<file path="src/design/smr_defines.svh">
// Offsets, field positions, reset values and timing counts of the stop-recovery block.
// Assumes the includer compiles it once per unit; the guard protects against repeats.
`ifndef SMR_DEFINES_SVH
`define SMR_DEFINES_SVH

`define SMR_ADDR_CTRL 8'h00
`define SMR_ADDR_RSTAT 8'h04
`define SMR_ADDR_IRQ_STATUS 8'h08
`define SMR_ADDR_IRQ_CLEAR 8'h0c
`define SMR_ADDR_IRQ_ENABLE 8'h10
`define SMR_ADDR_VECTOR 8'h14
`define SMR_ADDR_STATE 8'h18

`define SMR_CTRL_DOG_INT 0
`define SMR_CTRL_GLOBAL_IE 1
`define SMR_CTRL_TIMER_EN 2
`define SMR_CTRL_COMP_EN 3
`define SMR_CTRL_PIN_LSB 8
`define SMR_CTRL_RESET 32'h0000_0000
`define SMR_WAKE_IDLE 13'h0300

`define SMR_RST_STOP 0
`define SMR_RST_DOG 1
`define SMR_RST_EXT 2
`define SMR_RST_DEBUG 3

`define SMR_IRQ_WAKE_DONE 0
`define SMR_IRQ_SYS_RESET 1
`define SMR_IRQ_DOG_WAKE 2
`define SMR_IRQ_PIN_WAKE 3

`define SMR_CORE_IRQ_DOG 0
`define SMR_CORE_IRQ_TIMER 1
`define SMR_CORE_IRQ_COMP 2

`define SMR_VEC_HI_ADDR 16'h0002
`define SMR_VEC_LO_ADDR 16'h0003

`define SMR_CLK_MHZ 200
`define SMR_RECOVERY_NS 1000
`define SMR_RECOVERY_CYCLES ((`SMR_RECOVERY_NS * `SMR_CLK_MHZ + 999) / 1000)

`endif

</file>
<file path="src/design/smr_pkg.sv">
// Types shared by the stop-recovery block and its helpers.
// Assumes nothing beyond a SystemVerilog compiler.
package smr_pkg;

    typedef enum logic [2:0] {
        ST_RUN = 3'b000,
        ST_STOP = 3'b001,
        ST_RECOVER = 3'b010,
        ST_FETCH_HI = 3'b011,
        ST_FETCH_LO = 3'b100,
        ST_LOAD = 3'b101,
        ST_DELIVER = 3'b110
    } smr_state_t;

    typedef enum logic [2:0] {
        CAUSE_NONE = 3'b000,
        CAUSE_DOG = 3'b001,
        CAUSE_TIMER = 3'b010,
        CAUSE_COMP = 3'b011,
        CAUSE_PIN = 3'b100,
        CAUSE_EXT = 3'b101,
        CAUSE_DEBUG = 3'b110
    } wake_cause_t;

    typedef struct packed {
        logic dogTimeout;
        logic timerIrq;
        logic compIrq;
        logic extReset_n;
        logic debugPin;
        logic [7:0] portPins;
    } wake_src_t;

endpackage

</file>
<file path="src/design/pin_sync.sv">
// Three-stage synchroniser for pin inputs.
// Assumes inputs are asynchronous; the output moves only when stages two and three agree.
`timescale 1ns/1ps
`default_nettype none
module pin_sync #(
    parameter int WIDTH = 13,
    parameter logic [WIDTH-1:0] RESET_VAL = '0
) (
    // Clock and reset
    input wire logic sys_clk,
    input wire logic reset_n,
    // Raw and cleaned levels
    input wire logic [WIDTH-1:0] rawIn,
    output logic [WIDTH-1:0] cleanOut
);
    logic [WIDTH-1:0] stage1;
    logic [WIDTH-1:0] stage2;
    logic [WIDTH-1:0] stage3;

    genvar i;
    generate
        for (i = 0; i < WIDTH; i++) begin : g_bit
            always_ff @(posedge sys_clk) begin
                if (!reset_n) begin
                    stage1[i] <= RESET_VAL[i];
                    stage2[i] <= RESET_VAL[i];
                    stage3[i] <= RESET_VAL[i];
                    cleanOut[i] <= RESET_VAL[i];
                end else begin
                    stage1[i] <= rawIn[i];
                    stage2[i] <= stage1[i];
                    stage3[i] <= stage2[i];
                    if (stage2[i] == stage3[i]) begin
                        cleanOut[i] <= stage3[i];
                    end
                end
            end
        end
    endgenerate
endmodule
`default_nettype wire

</file>
<file path="src/design/wake_detect.sv">
// Detects any level change on enabled port pins while armed.
// Assumes clean, synchronised pin levels and a one-cycle arm pulse at stop entry.
`timescale 1ns/1ps
`default_nettype none
module wake_detect (
    // Clock and reset
    input wire logic sys_clk,
    input wire logic reset_n,
    // Control
    input wire logic arm,
    input wire logic disarm,
    input wire logic [7:0] pinEnable,
    input wire logic [7:0] pins,
    // Result
    output logic pinWake
);
    logic [7:0] refLevel;
    logic armed;

    always_ff @(posedge sys_clk) begin
        if (!reset_n) begin
            refLevel <= 8'h00;
            armed <= 1'b0;
        end else if (arm) begin
            refLevel <= pins;
            armed <= 1'b1;
        end else if (disarm) begin
            armed <= 1'b0;
        end
    end

    always_ff @(posedge sys_clk) begin
        if (!reset_n) begin
            pinWake <= 1'b0;
        end else begin
            pinWake <= armed && !arm && !disarm && (((pins ^ refLevel) & pinEnable) != 8'h00);
        end
    end
endmodule
`default_nettype wire

</file>
<file path="src/design/stop_mode_recovery.sv">
// Stop-mode recovery controller with an AHB-Lite register slave.
// Assumes a core that pulses a stop request, program memory with one-cycle read latency,
// and wake sources that arrive asynchronously on pins.
`include "smr_defines.svh"
`timescale 1ns/1ps
`default_nettype none
module stop_mode_recovery
    import smr_pkg::*;
(
    // Clock and reset
    input wire logic sys_clk,
    input wire logic reset_n,
    // AHB-Lite slave
    input wire logic hsel,
    input wire logic [31:0] haddr,
    input wire logic [1:0] htrans,
    input wire logic hwrite,
    input wire logic [2:0] hsize,
    input wire logic [31:0] hwdata,
    input wire logic hready,
    output logic hreadyout,
    output logic [31:0] hrdata,
    output logic hresp,
    // Wake sources from pins
    input wire wake_src_t wakeRaw,
    // Processor core
    input wire logic coreStopReq,
    output logic coreRun,
    output logic sysResetReq,
    output logic pcLoad,
    output logic [15:0] pcValue,
    output logic [2:0] coreIrqReq,
    // Program memory
    output logic progRead,
    output logic [15:0] progAddr,
    input wire logic [7:0] progData,
    // Interrupt
    output logic irq
);
    localparam logic [7:0] RECOVERY_CYCLES = 8'(`SMR_RECOVERY_CYCLES);

    smr_state_t state;
    wake_cause_t cause;
    wake_src_t wakeClean;
    logic [31:0] ctrl;
    logic [3:0] resetStatus;
    logic [3:0] irqStatus;
    logic [3:0] irqEnable;
    logic [3:0] irqSet;
    logic [7:0] recoverCount;
    logic [7:0] vecHi;
    logic pinWake;
    logic stopEntry;
    logic wakeDisarm;
    logic addrValid;
    logic addrWrite;
    logic [7:0] addrLatch;
    logic readPending;
    logic wrCtrl;
    logic wrClear;
    logic wrEnable;
    logic dogIntMode;
    logic globalIe;
    wake_cause_t next_cause;

    function automatic logic [31:0] regRead(input logic [7:0] a);
        if (a == `SMR_ADDR_CTRL) begin
            regRead = ctrl;
        end else if (a == `SMR_ADDR_RSTAT) begin
            regRead = {28'h0000000, resetStatus};
        end else if (a == `SMR_ADDR_IRQ_STATUS) begin
            regRead = {28'h0000000, irqStatus};
        end else if (a == `SMR_ADDR_IRQ_ENABLE) begin
            regRead = {28'h0000000, irqEnable};
        end else if (a == `SMR_ADDR_VECTOR) begin
            regRead = {16'h0000, pcValue};
        end else if (a == `SMR_ADDR_STATE) begin
            regRead = {21'h000000, 5'(cause), 3'h0, 3'(state)};
        end else begin
            regRead = 32'h0000_0000;
        end
    endfunction

    // Pin inputs are synchronised; reset and debug pins idle high.
    pin_sync #(
        .WIDTH(13),
        .RESET_VAL(`SMR_WAKE_IDLE)
    ) u_sync (
        .sys_clk(sys_clk),
        .reset_n(reset_n),
        .rawIn(wakeRaw),
        .cleanOut(wakeClean)
    );

    assign stopEntry = (state == ST_RUN) && coreStopReq;
    assign wakeDisarm = (state == ST_STOP) && (next_cause != CAUSE_NONE);
    assign dogIntMode = ctrl[`SMR_CTRL_DOG_INT];
    assign globalIe = ctrl[`SMR_CTRL_GLOBAL_IE];

    wake_detect u_pins (
        .sys_clk(sys_clk),
        .reset_n(reset_n),
        .arm(stopEntry),
        .disarm(wakeDisarm),
        .pinEnable(ctrl[`SMR_CTRL_PIN_LSB +: 8]),
        .pins(wakeClean.portPins),
        .pinWake(pinWake)
    );

    // Wake source priority while stopped: system resets first.
    always_comb begin
        next_cause = CAUSE_NONE;
        if (!wakeClean.extReset_n) begin
            next_cause = CAUSE_EXT;
        end else if (!wakeClean.debugPin) begin
            next_cause = CAUSE_DEBUG;
        end else if (wakeClean.dogTimeout) begin
            next_cause = CAUSE_DOG;
        end else if (wakeClean.timerIrq && ctrl[`SMR_CTRL_TIMER_EN]) begin
            next_cause = CAUSE_TIMER;
        end else if (wakeClean.compIrq && ctrl[`SMR_CTRL_COMP_EN]) begin
            next_cause = CAUSE_COMP;
        end else if (pinWake) begin
            next_cause = CAUSE_PIN;
        end
    end

    // AHB-Lite address phase; reads take one wait state.
    always_ff @(posedge sys_clk) begin
        if (!reset_n) begin
            addrValid <= 1'b0;
            addrWrite <= 1'b0;
            addrLatch <= 8'h00;
            readPending <= 1'b0;
            hreadyout <= 1'b1;
            hrdata <= 32'h0000_0000;
            hresp <= 1'b0;
        end else begin
            hresp <= 1'b0;
            readPending <= 1'b0;
            if (readPending) begin
                hrdata <= regRead(addrLatch);
                hreadyout <= 1'b1;
            end
            if (hready) begin
                addrValid <= hsel && htrans[1];
                addrWrite <= hwrite;
                addrLatch <= haddr[7:0];
                if (hsel && htrans[1] && !hwrite) begin
                    readPending <= 1'b1;
                    hreadyout <= 1'b0;
                end
            end
        end
    end

    assign wrCtrl = addrValid && addrWrite && (addrLatch == `SMR_ADDR_CTRL);
    assign wrClear = addrValid && addrWrite && (addrLatch == `SMR_ADDR_IRQ_CLEAR);
    assign wrEnable = addrValid && addrWrite && (addrLatch == `SMR_ADDR_IRQ_ENABLE);

    // Control and enable registers.
    always_ff @(posedge sys_clk) begin
        if (!reset_n) begin
            ctrl <= `SMR_CTRL_RESET;
            irqEnable <= 4'h0;
        end else begin
            if (wrCtrl) begin
                ctrl <= {16'h0000, hwdata[15:8], 4'h0, hwdata[3:0]};
            end
            if (wrEnable) begin
                irqEnable <= hwdata[3:0];
            end
        end
    end

    // Recovery sequencer.
    always_ff @(posedge sys_clk) begin
        if (!reset_n) begin
            state <= ST_RUN;
            cause <= CAUSE_NONE;
            recoverCount <= 8'h00;
            coreRun <= 1'b1;
            sysResetReq <= 1'b0;
        end else begin
            sysResetReq <= 1'b0;
            case (state)
                ST_RUN: begin
                    if (coreStopReq) begin
                        state <= ST_STOP;
                        coreRun <= 1'b0;
                    end
                end
                ST_STOP: begin
                    if (next_cause != CAUSE_NONE) begin
                        cause <= next_cause;
                        recoverCount <= 8'h00;
                        state <= ST_RECOVER;
                        sysResetReq <= (next_cause == CAUSE_EXT) || (next_cause == CAUSE_DEBUG);
                    end
                end
                ST_RECOVER: begin
                    if (recoverCount == RECOVERY_CYCLES - 8'h01) begin
                        state <= ST_FETCH_HI;
                    end else begin
                        recoverCount <= recoverCount + 8'h01;
                    end
                end
                ST_FETCH_HI: begin
                    state <= ST_FETCH_LO;
                end
                ST_FETCH_LO: begin
                    state <= ST_LOAD;
                end
                ST_LOAD: begin
                    coreRun <= 1'b1;
                    state <= ST_DELIVER;
                end
                default: begin
                    state <= ST_RUN;
                end
            endcase
        end
    end

    // Reset vector fetch from program memory.
    always_ff @(posedge sys_clk) begin
        if (!reset_n) begin
            progRead <= 1'b0;
            progAddr <= 16'h0000;
            vecHi <= 8'h00;
            pcLoad <= 1'b0;
            pcValue <= 16'h0000;
        end else begin
            pcLoad <= 1'b0;
            if (state == ST_RECOVER && recoverCount == RECOVERY_CYCLES - 8'h01) begin
                progRead <= 1'b1;
                progAddr <= `SMR_VEC_HI_ADDR;
            end else if (state == ST_FETCH_HI) begin
                progAddr <= `SMR_VEC_LO_ADDR;
            end else if (state == ST_FETCH_LO) begin
                progRead <= 1'b0;
                vecHi <= progData;
            end else if (state == ST_LOAD) begin
                pcValue <= {vecHi, progData};
                pcLoad <= 1'b1;
            end
        end
    end

    // Reset status flags; cleared on each stop entry.
    always_ff @(posedge sys_clk) begin
        if (!reset_n) begin
            resetStatus <= 4'h0;
        end else if (stopEntry) begin
            resetStatus <= 4'h0;
        end else if (state == ST_STOP && next_cause != CAUSE_NONE) begin
            if (next_cause == CAUSE_EXT) begin
                resetStatus[`SMR_RST_EXT] <= 1'b1;
            end else if (next_cause == CAUSE_DEBUG) begin
                resetStatus[`SMR_RST_DEBUG] <= 1'b1;
            end else if (next_cause == CAUSE_DOG) begin
                resetStatus[`SMR_RST_DOG] <= 1'b1;
            end
        end else if (state == ST_LOAD && cause != CAUSE_EXT && cause != CAUSE_DEBUG) begin
            resetStatus[`SMR_RST_STOP] <= 1'b1;
        end
    end

    // Interrupt requests to the core, one cycle after the vector is loaded.
    always_ff @(posedge sys_clk) begin
        if (!reset_n) begin
            coreIrqReq <= 3'b000;
        end else begin
            coreIrqReq <= 3'b000;
            if (state == ST_DELIVER && globalIe) begin
                coreIrqReq[`SMR_CORE_IRQ_DOG] <= (cause == CAUSE_DOG) && dogIntMode;
                coreIrqReq[`SMR_CORE_IRQ_TIMER] <= cause == CAUSE_TIMER;
                coreIrqReq[`SMR_CORE_IRQ_COMP] <= cause == CAUSE_COMP;
            end
        end
    end

    // Sticky event status; a set wins over a clear in the same cycle.
    always_comb begin
        irqSet = 4'h0;
        irqSet[`SMR_IRQ_WAKE_DONE] = pcLoad;
        irqSet[`SMR_IRQ_SYS_RESET] = sysResetReq;
        irqSet[`SMR_IRQ_DOG_WAKE] = (state == ST_STOP) && (next_cause == CAUSE_DOG);
        irqSet[`SMR_IRQ_PIN_WAKE] = (state == ST_STOP) && (next_cause == CAUSE_PIN);
    end

    always_ff @(posedge sys_clk) begin
        if (!reset_n) begin
            irqStatus <= 4'h0;
            irq <= 1'b0;
        end else begin
            irqStatus <= (irqStatus & ~(wrClear ? hwdata[3:0] : 4'h0)) | irqSet;
            irq <= (((irqStatus & ~(wrClear ? hwdata[3:0] : 4'h0)) | irqSet) & irqEnable) != 4'h0;
        end
    end
endmodule
`default_nettype wire

</file>
<file path="config.mk">
export PLATFORM = sky130hd
export DESIGN_NAME = stop_mode_recovery
export DESIGN_NICKNAME = d
export VERILOG_FILES = /design/src/design/smr_pkg.sv /design/src/design/pin_sync.sv /design/src/design/wake_detect.sv /design/src/design/stop_mode_recovery.sv
export VERILOG_INCLUDE_DIRS = /design/src /design/src/design
export SDC_FILE = /design/constraint.sdc
export NUM_CORES = 1
export LEC_CHECK = 0
export BUFFER_PORTS_ARGS = -buffer_cell sky130_fd_sc_hd__buf_2
export CORE_MARGIN = 1.5
export CORE_UTILIZATION = 40
export CTS_BUF_LIST = sky130_fd_sc_hd__clkbuf_4
export CTS_CLUSTER_SIZE = 40
export DETAILED_ROUTE_END_ITERATION = 7
export PLACE_DENSITY = 0.59
export SLEW_MARGIN = 20
export SYNTH_ARGS = -nofsm -noshare
export SYNTH_HDL_FRONTEND = slang
export SYNTH_SLANG_ARGS = --single-unit
</file>
<file path="constraint.sdc">
create_clock -name sys_clk -period 2.2 [get_ports sys_clk]
set_input_delay 0.44 -clock sys_clk [delete_from_list [all_inputs] [get_ports sys_clk]]
set_output_delay 0.44 -clock sys_clk [all_outputs]
set_load 0.05 [all_outputs]
</file>
Word-level counts from Yosys, hierarchy flattened
Cells that the tools add are included.
{"block": "op_classes", "n_addsub": 1, "n_mul": 0, "n_div": 0, "order_cmp": 0, "n_eq_ne": 40, "shifts": 0, "mux": 34, "bitwise": 13, "reduce_logical": 51}
{"operator": "16-bit 2-to-1 mux", "n": 5}
{"operator": "3-bit 2-to-1 mux", "n": 9}
{"operator": "8-bit by 5-bit == test with 1-bit output (second input constant)", "n": 3}
{"operator": "1-bit logical AND", "n": 20}
{"operator": "3-bit == test (second input constant)", "n": 6}
{"operator": "3-bit one-hot mux with 6 select lines", "n": 1}
{"operator": "8-bit by 4-bit == test with 1-bit output (second input constant)", "n": 2}
{"operator": "8-bit 2-to-1 mux", "n": 2}
{"operator": "8-bit one-hot mux with 2 select lines", "n": 1}
{"operator": "3-bit AND reduction", "n": 5}
{"operator": "2-bit AND reduction", "n": 7}
{"operator": "1-bit == test", "n": 13}
{"operator": "3-bit by 2-bit == test with 1-bit output (second input constant)", "n": 4}
{"operator": "1-bit 2-to-1 mux", "n": 11}
{"operator": "2-bit nonzero test", "n": 5}
{"operator": "3-bit by 1-bit == test with 1-bit output (second input constant)", "n": 3}
{"operator": "9-bit 2-to-1 mux", "n": 1}
{"operator": "8-bit by 1-bit adder with 8-bit output (second input constant)", "n": 1}
{"operator": "4-bit bitwise AND", "n": 2}
{"operator": "8-bit bitwise AND", "n": 1}
{"operator": "8-bit by 3-bit == test with 1-bit output (second input constant)", "n": 1}
{"operator": "8-bit == test (second input constant)", "n": 1}
{"operator": "8-bit logical NOT", "n": 1}
{"operator": "2-bit inequality test (second input constant)", "n": 4}
{"operator": "18 further kinds", "n": 30}
{"block": "word_totals", "ff_bits": 178, "latchBits": 0, "ram_bits": 0, "rom_bits": 0, "in_bits": 96, "output_inout_bits": 74, "elab_cells": 220, "mem_count": 0}

Logic depth before layout (Yosys ltp)
{"block": "depth", "ltp_word": 11, "mapped_depth": 7, "ltp_nobuf": 6}

Cells and area by module
A second synthesis with hierarchy kept.
{"block": "unflattened", "cells_unflattened": 700, "area_unflattened_um2": 6392.4}
{"mod": "stop_mode_recovery", "n_inst": 1, "cells_each": 522, "area_each_um2": 4364.2, "seq_area_each_um2": 2001.9}
{"mod": "pin_sync", "n_inst": 1, "cells_each": 135, "area_each_um2": 1562.7, "seq_area_each_um2": 1041.0}
{"mod": "wake_detect", "n_inst": 1, "cells_each": 43, "area_each_um2": 465.4, "seq_area_each_um2": 200.2}

Worst setup path after synthesis
Ideal clock, no wire load.
{"block": "synth_timing", "path_kind": "reg-to-reg", "start": "reg addrLatch[7]", "end": "reg hrdata[3]", "setup_ps": 73, "t_arrival_ps": 1610, "required_time_ps": 2127, "path_slack_ps": 517, "stages_incl_launch_ff": 7, "path_buffers": 1, "synth_period_minus_slack_ps": 1683, "cell_sequence": "dfxtp_1 -> or4b_1 -> buf_2 -> nor3_4 -> nand2_1 -> and4b_1 -> nor3_2"}
{"block": "synth_via", "elab_chain_len": 6, "word_cells_on_any_way": 10, "cone_classes": "4 x eq/ne; 5 x mux; 1 x reduce/logical"}
{"element": "from (decl)", "line_no": "stop_mode_recovery.sv:57", "source": "logic [7:0] addrLatch;"}
{"element": "from (signal assigned)", "line_no": "stop_mode_recovery.sv:148", "source": "addrLatch <= haddr[7:0];"}
{"element": "8-bit by 5-bit == test with 1-bit output (no source line)"}
{"element": "16-bit 2-to-1 mux", "line_no": "stop_mode_recovery.sv:75", "source": "end else if (a == `SMR_ADDR_VECTOR) begin"}
{"element": "16-bit 2-to-1 mux", "line_no": "stop_mode_recovery.sv:73", "source": "end else if (a == `SMR_ADDR_IRQ_ENABLE) begin"}
{"element": "16-bit 2-to-1 mux", "line_no": "stop_mode_recovery.sv:71", "source": "end else if (a == `SMR_ADDR_IRQ_STATUS) begin"}
{"element": "16-bit 2-to-1 mux", "line_no": "stop_mode_recovery.sv:69", "source": "end else if (a == `SMR_ADDR_RSTAT) begin"}
{"element": "16-bit 2-to-1 mux (*)", "line_no": "stop_mode_recovery.sv:67", "source": "if (a == `SMR_ADDR_CTRL) begin"}
{"element": "to (signal assigned)", "line_no": "stop_mode_recovery.sv:142", "source": "hrdata <= regRead(addrLatch);"}
{"element": "to (decl)", "line_no": "stop_mode_recovery.sv:22", "source": "output logic [31:0] hrdata,"}
Mark *: on every way between the ends. The rest lies on a longest branch, timed or not.
A chain may end at the register's enable or synchronous reset.

Worst setup path in the final report
{"block": "layout_timing", "start": "reg addrLatch[7]", "end": "reg irq"}
{"block": "layout_via", "elab_chain_len": 8}
{"element": "8-bit by 4-bit == test with 1-bit output (no source line)"}
{"element": "1-bit logical AND", "line_no": "stop_mode_recovery.sv:158", "source": "assign wrClear = addrValid && addrWrite && (addrLatch == `SMR_ADDR_IRQ_CLEAR);"}
{"element": "4-bit 2-to-1 mux", "line_no": "stop_mode_recovery.sv:298", "source": "irq <= (((irqStatus & ~(wrClear ? hwdata[3:0] : 4'h0)) | irqSet) & irqEnable) != 4'h0;"}
{"element": "4-bit inverter", "line_no": "stop_mode_recovery.sv:298"}
{"element": "4-bit bitwise AND", "line_no": "stop_mode_recovery.sv:298"}
{"element": "4-bit bitwise OR", "line_no": "stop_mode_recovery.sv:298"}
{"element": "4-bit bitwise AND", "line_no": "stop_mode_recovery.sv:298"}
{"element": "4-bit nonzero test", "line_no": "stop_mode_recovery.sv:298"}
{"element": "to (signal assigned)", "line_no": "stop_mode_recovery.sv:295", "source": "irq <= 1'b0;"}
{"element": "to (signal assigned)", "line_no": "stop_mode_recovery.sv:298"}
{"element": "to (decl)", "line_no": "stop_mode_recovery.sv:38", "source": "output logic irq"}
Every way passes these cells.

==> metrics <==
Clk Tree Root Cell=clkbuf_4; Netlist cell types=56; XOR/XNOR share of the synthesized area=0.0220; met3 WL=809 µm; EDFF count, synth=0; Slew headroom=0.556; number of buffers created by CTS=17; clk sinks=162; grt ovf=0; clk buf depth=2; status=finished clean; first-pass GRT wire length=23.5 mm; Critical R2R Launch=addrLatch[7]$_SDFFE_PN0P_; post-synth top area share=0.510; critical path launch point type=flip-flop; leading area contributor after synthesis=dfxtp_1; IO Port Bufs=90; 1st-iter DRT viols=331; total track usage=0.180; final HPWL from detailed placement=10.4 mm; Syn Area/Cell=8.90 µm²; # fillers=1,497; Syn Inst Count=715; Max Fclk=501 MHz; top_reg_cell synth=dfxtp_1; complex-gate fraction of the synthesized area=0.158; number of vias per cell=4.97; RSZ-0062 raised after global routing=no; Syn. warnings=0; Setup TNS=0 ps; DRC violations left=0; Worst Setup End Kind=flip-flop; FP Rows=45; Pwr Total=5.19 mW; Die Area=16,700 µm²; VDD IR max=0.000292 V; Max stage delay on crit path=730 ps; Die Y=129 µm; fin nets=900; crit path time final=2000 ps; DR WL/cell=14.1 µm; Starting Density=0.414; Psw=1.45 mW; routed via count=5,112; Max Used Layer=met4; combinational share of power=0.101; Flop pwr share=0.589; WS Path Type=reg2reg; switching share of power=0.280; post-cts sizing count=0; mapped cell area=6360 µm²; Die Wd=129 µm; Leakage=2.93 nW; I/O pins=170; register area share after synthesis=0.510; Clock Pin Slew Worst Setup and Hold Paths=130 ps; top post-synthesis cells by count=dfxtp_1 (162), nand2_1 (115), a21oi_1 (84), nor2_1 (48), and2_1 (37); Yosys reg bits=162; Clock Power Share=0.310; worst endpoint required time=2640 ps; Core ar.=15,400 µm²; adder-cell share of the synthesized area=0.00197; Post-CTS Setup Bufs=0; post-synthesis mux area share=0.0346; Least-Margin Pin Slew=664 ps; Area growth syn-to-layout=13.3%; WL met2=6.60 mm; clock network latency to the later pin of the worst-skew pair=550 ps; Final Hold Vio Count=0; Metal-1 WL=6.79 mm; crit path launch=addrLatch[7]$_SDFFE_PN0P_; number of antenna violations at the first check in global routing=1; Worst Hold Launch=wakeRaw[8]; Int Pwr=3.73 mW; largest net degree at the start of global routing=74; CP bufs+invs=0; H-tree depth=4; main combinational cell family by area after synthesis=simple AND/OR/NAND/NOR gates; crit path DAT=2430 ps; Crit-path slowest cell=or4_1; Setup Skew=18.2 ps; GP Congestion=0.872; simple-gate share of the synthesized area=0.207; CP top delay family=simple AND/OR/NAND/NOR gates; fraction of registers with async set/reset=0; vias in the first global route=4,852; PD cells=720 nW/µm²; count leader, synth=dfxtp_1; Post-DRT Antenna Nets=0; layout cell share with drive strength beyond 1=0.184; setup violators final=0; Final Cycle Share=0.907; drt pass-1 iters=5; hold crit path type=in2reg; Max-Cap Viols=0; fin. max-slew vios=0; Worst Path Max Fanout=7; top cells by area, synth=dfxtp_1 (51%), nand2_1 (6.8%), a21oi_1 (6.6%); Cell Chain, Critical Path=or4_1 > nor3_4 > nand2_1 > a41oi_1 > nand3_1; CTS tree=yes; WL final=14.4 mm
==> final timing paths <==
path	end	slack, ps	cells after the start
setup / recovery	irq$_SDFF_PN0_	200	5
hold reg to reg	u_sync.stage2[9]$_SDFF_PN1_	430	1
hold / removal	u_sync.stage1[8]$_SDFF_PN1_	60	2
setup reg to reg	irq$_SDFF_PN0_	200	5
==> worst reg2reg max path, stage by stage (launching register included) <==
cell and delay, ps:
dfxtp_1 360, or4_1 730, nor3_4 330, nand2_1 120
a41oi_1 230, nand3_1 120
==> cells by family (layout without fill, tap and decap cells) <==
logic type,after synthesis,in the layout
adders and majority gates,1,1
xor gates and xnor gates,16,16
other,1,32
AOI/OAI and AO/OA,169,169
muxes,22,22
buffers and inverters,78,149
and+or+nand+nor,266,266
DFF,162,162
==> layout make-up <==
cell class	count	area [µm²]	share of cell area
Tap cell	211	264	0.0366
Antenna cell	1	2.50	0.000347
Inverter	10	37.5	0.00521
Clock buffer	19	143	0.0198
Multi-Input combinational cell	505	2810	0.390
Sequential cell	162	3240	0.450
Clock inverter	13	114	0.0158
Timing Repair Buffer	107	593	0.0823
==> routing by layer <==
metal | track usage | vias up
met4 | 0.0727 | 0
met5 | 0 | -
li1 | - | 2566
met2 | 0.291 | 159
met1 | 0.231 | 2368
met3 | 0.0462 | 19
==> sequential cells by signal (all words and copies together), names as in the netlist, 3 cells and up <==
signal,cells
hrdata,16
state,3
vecHi,8
u_sync.stage2,13
recoverCount,8
irqStatus,4
u_sync.cleanOut,13
cause,3
u_pins.refLevel,8
u_sync.stage1,13
u_sync.stage3,13
coreIrqReq,3
ctrl,12
addrLatch,8
irqEnable,4
pcValue,16
resetStatus,4
==> power groups by stage <==
stage,registers (mW),clock network [mW],logic (mW)
finish,3.06,1.61,0.522
global route,3.07,1.79,0.572
CTS,3.06,1.67,0.522
detailed placement,3.12,0,0.521
global placement,3.12,0,0.515
floorplan,3.13,0,0.407
==> layout by cell type, fill, tap and decap left out, drive strengths merged, types with 19 or more instances in the layout <==
master	n
clkbuf	19
dfxtp	162
mux2i	22
o21ai	33
conb	31
a21oi	84
nand2	115
buf	106
and2	37
nor2	50
==> per-stage QoR <==
stage	instance area (µm²)	hold slack, ps	setup slack [ps]	util	cells
finish	7210	61.2	204	0.469	1028
global route	7210	2.56	65.0	0.469	1028
CTS	7200	6.60	222	0.468	1026
detailed placement	6940	396	227	0.452	994
global placement	6940	394	293	0.452	994
floorplan	6480	386	517	-	745
==> repair_timing <==
item	4_1_cts	5_1_grt
setup endpoints to repair	0	0
hold endpoints to repair	0	1
hold buffers	0	1
Note: power is estimated with default switching activity, not from simulation.
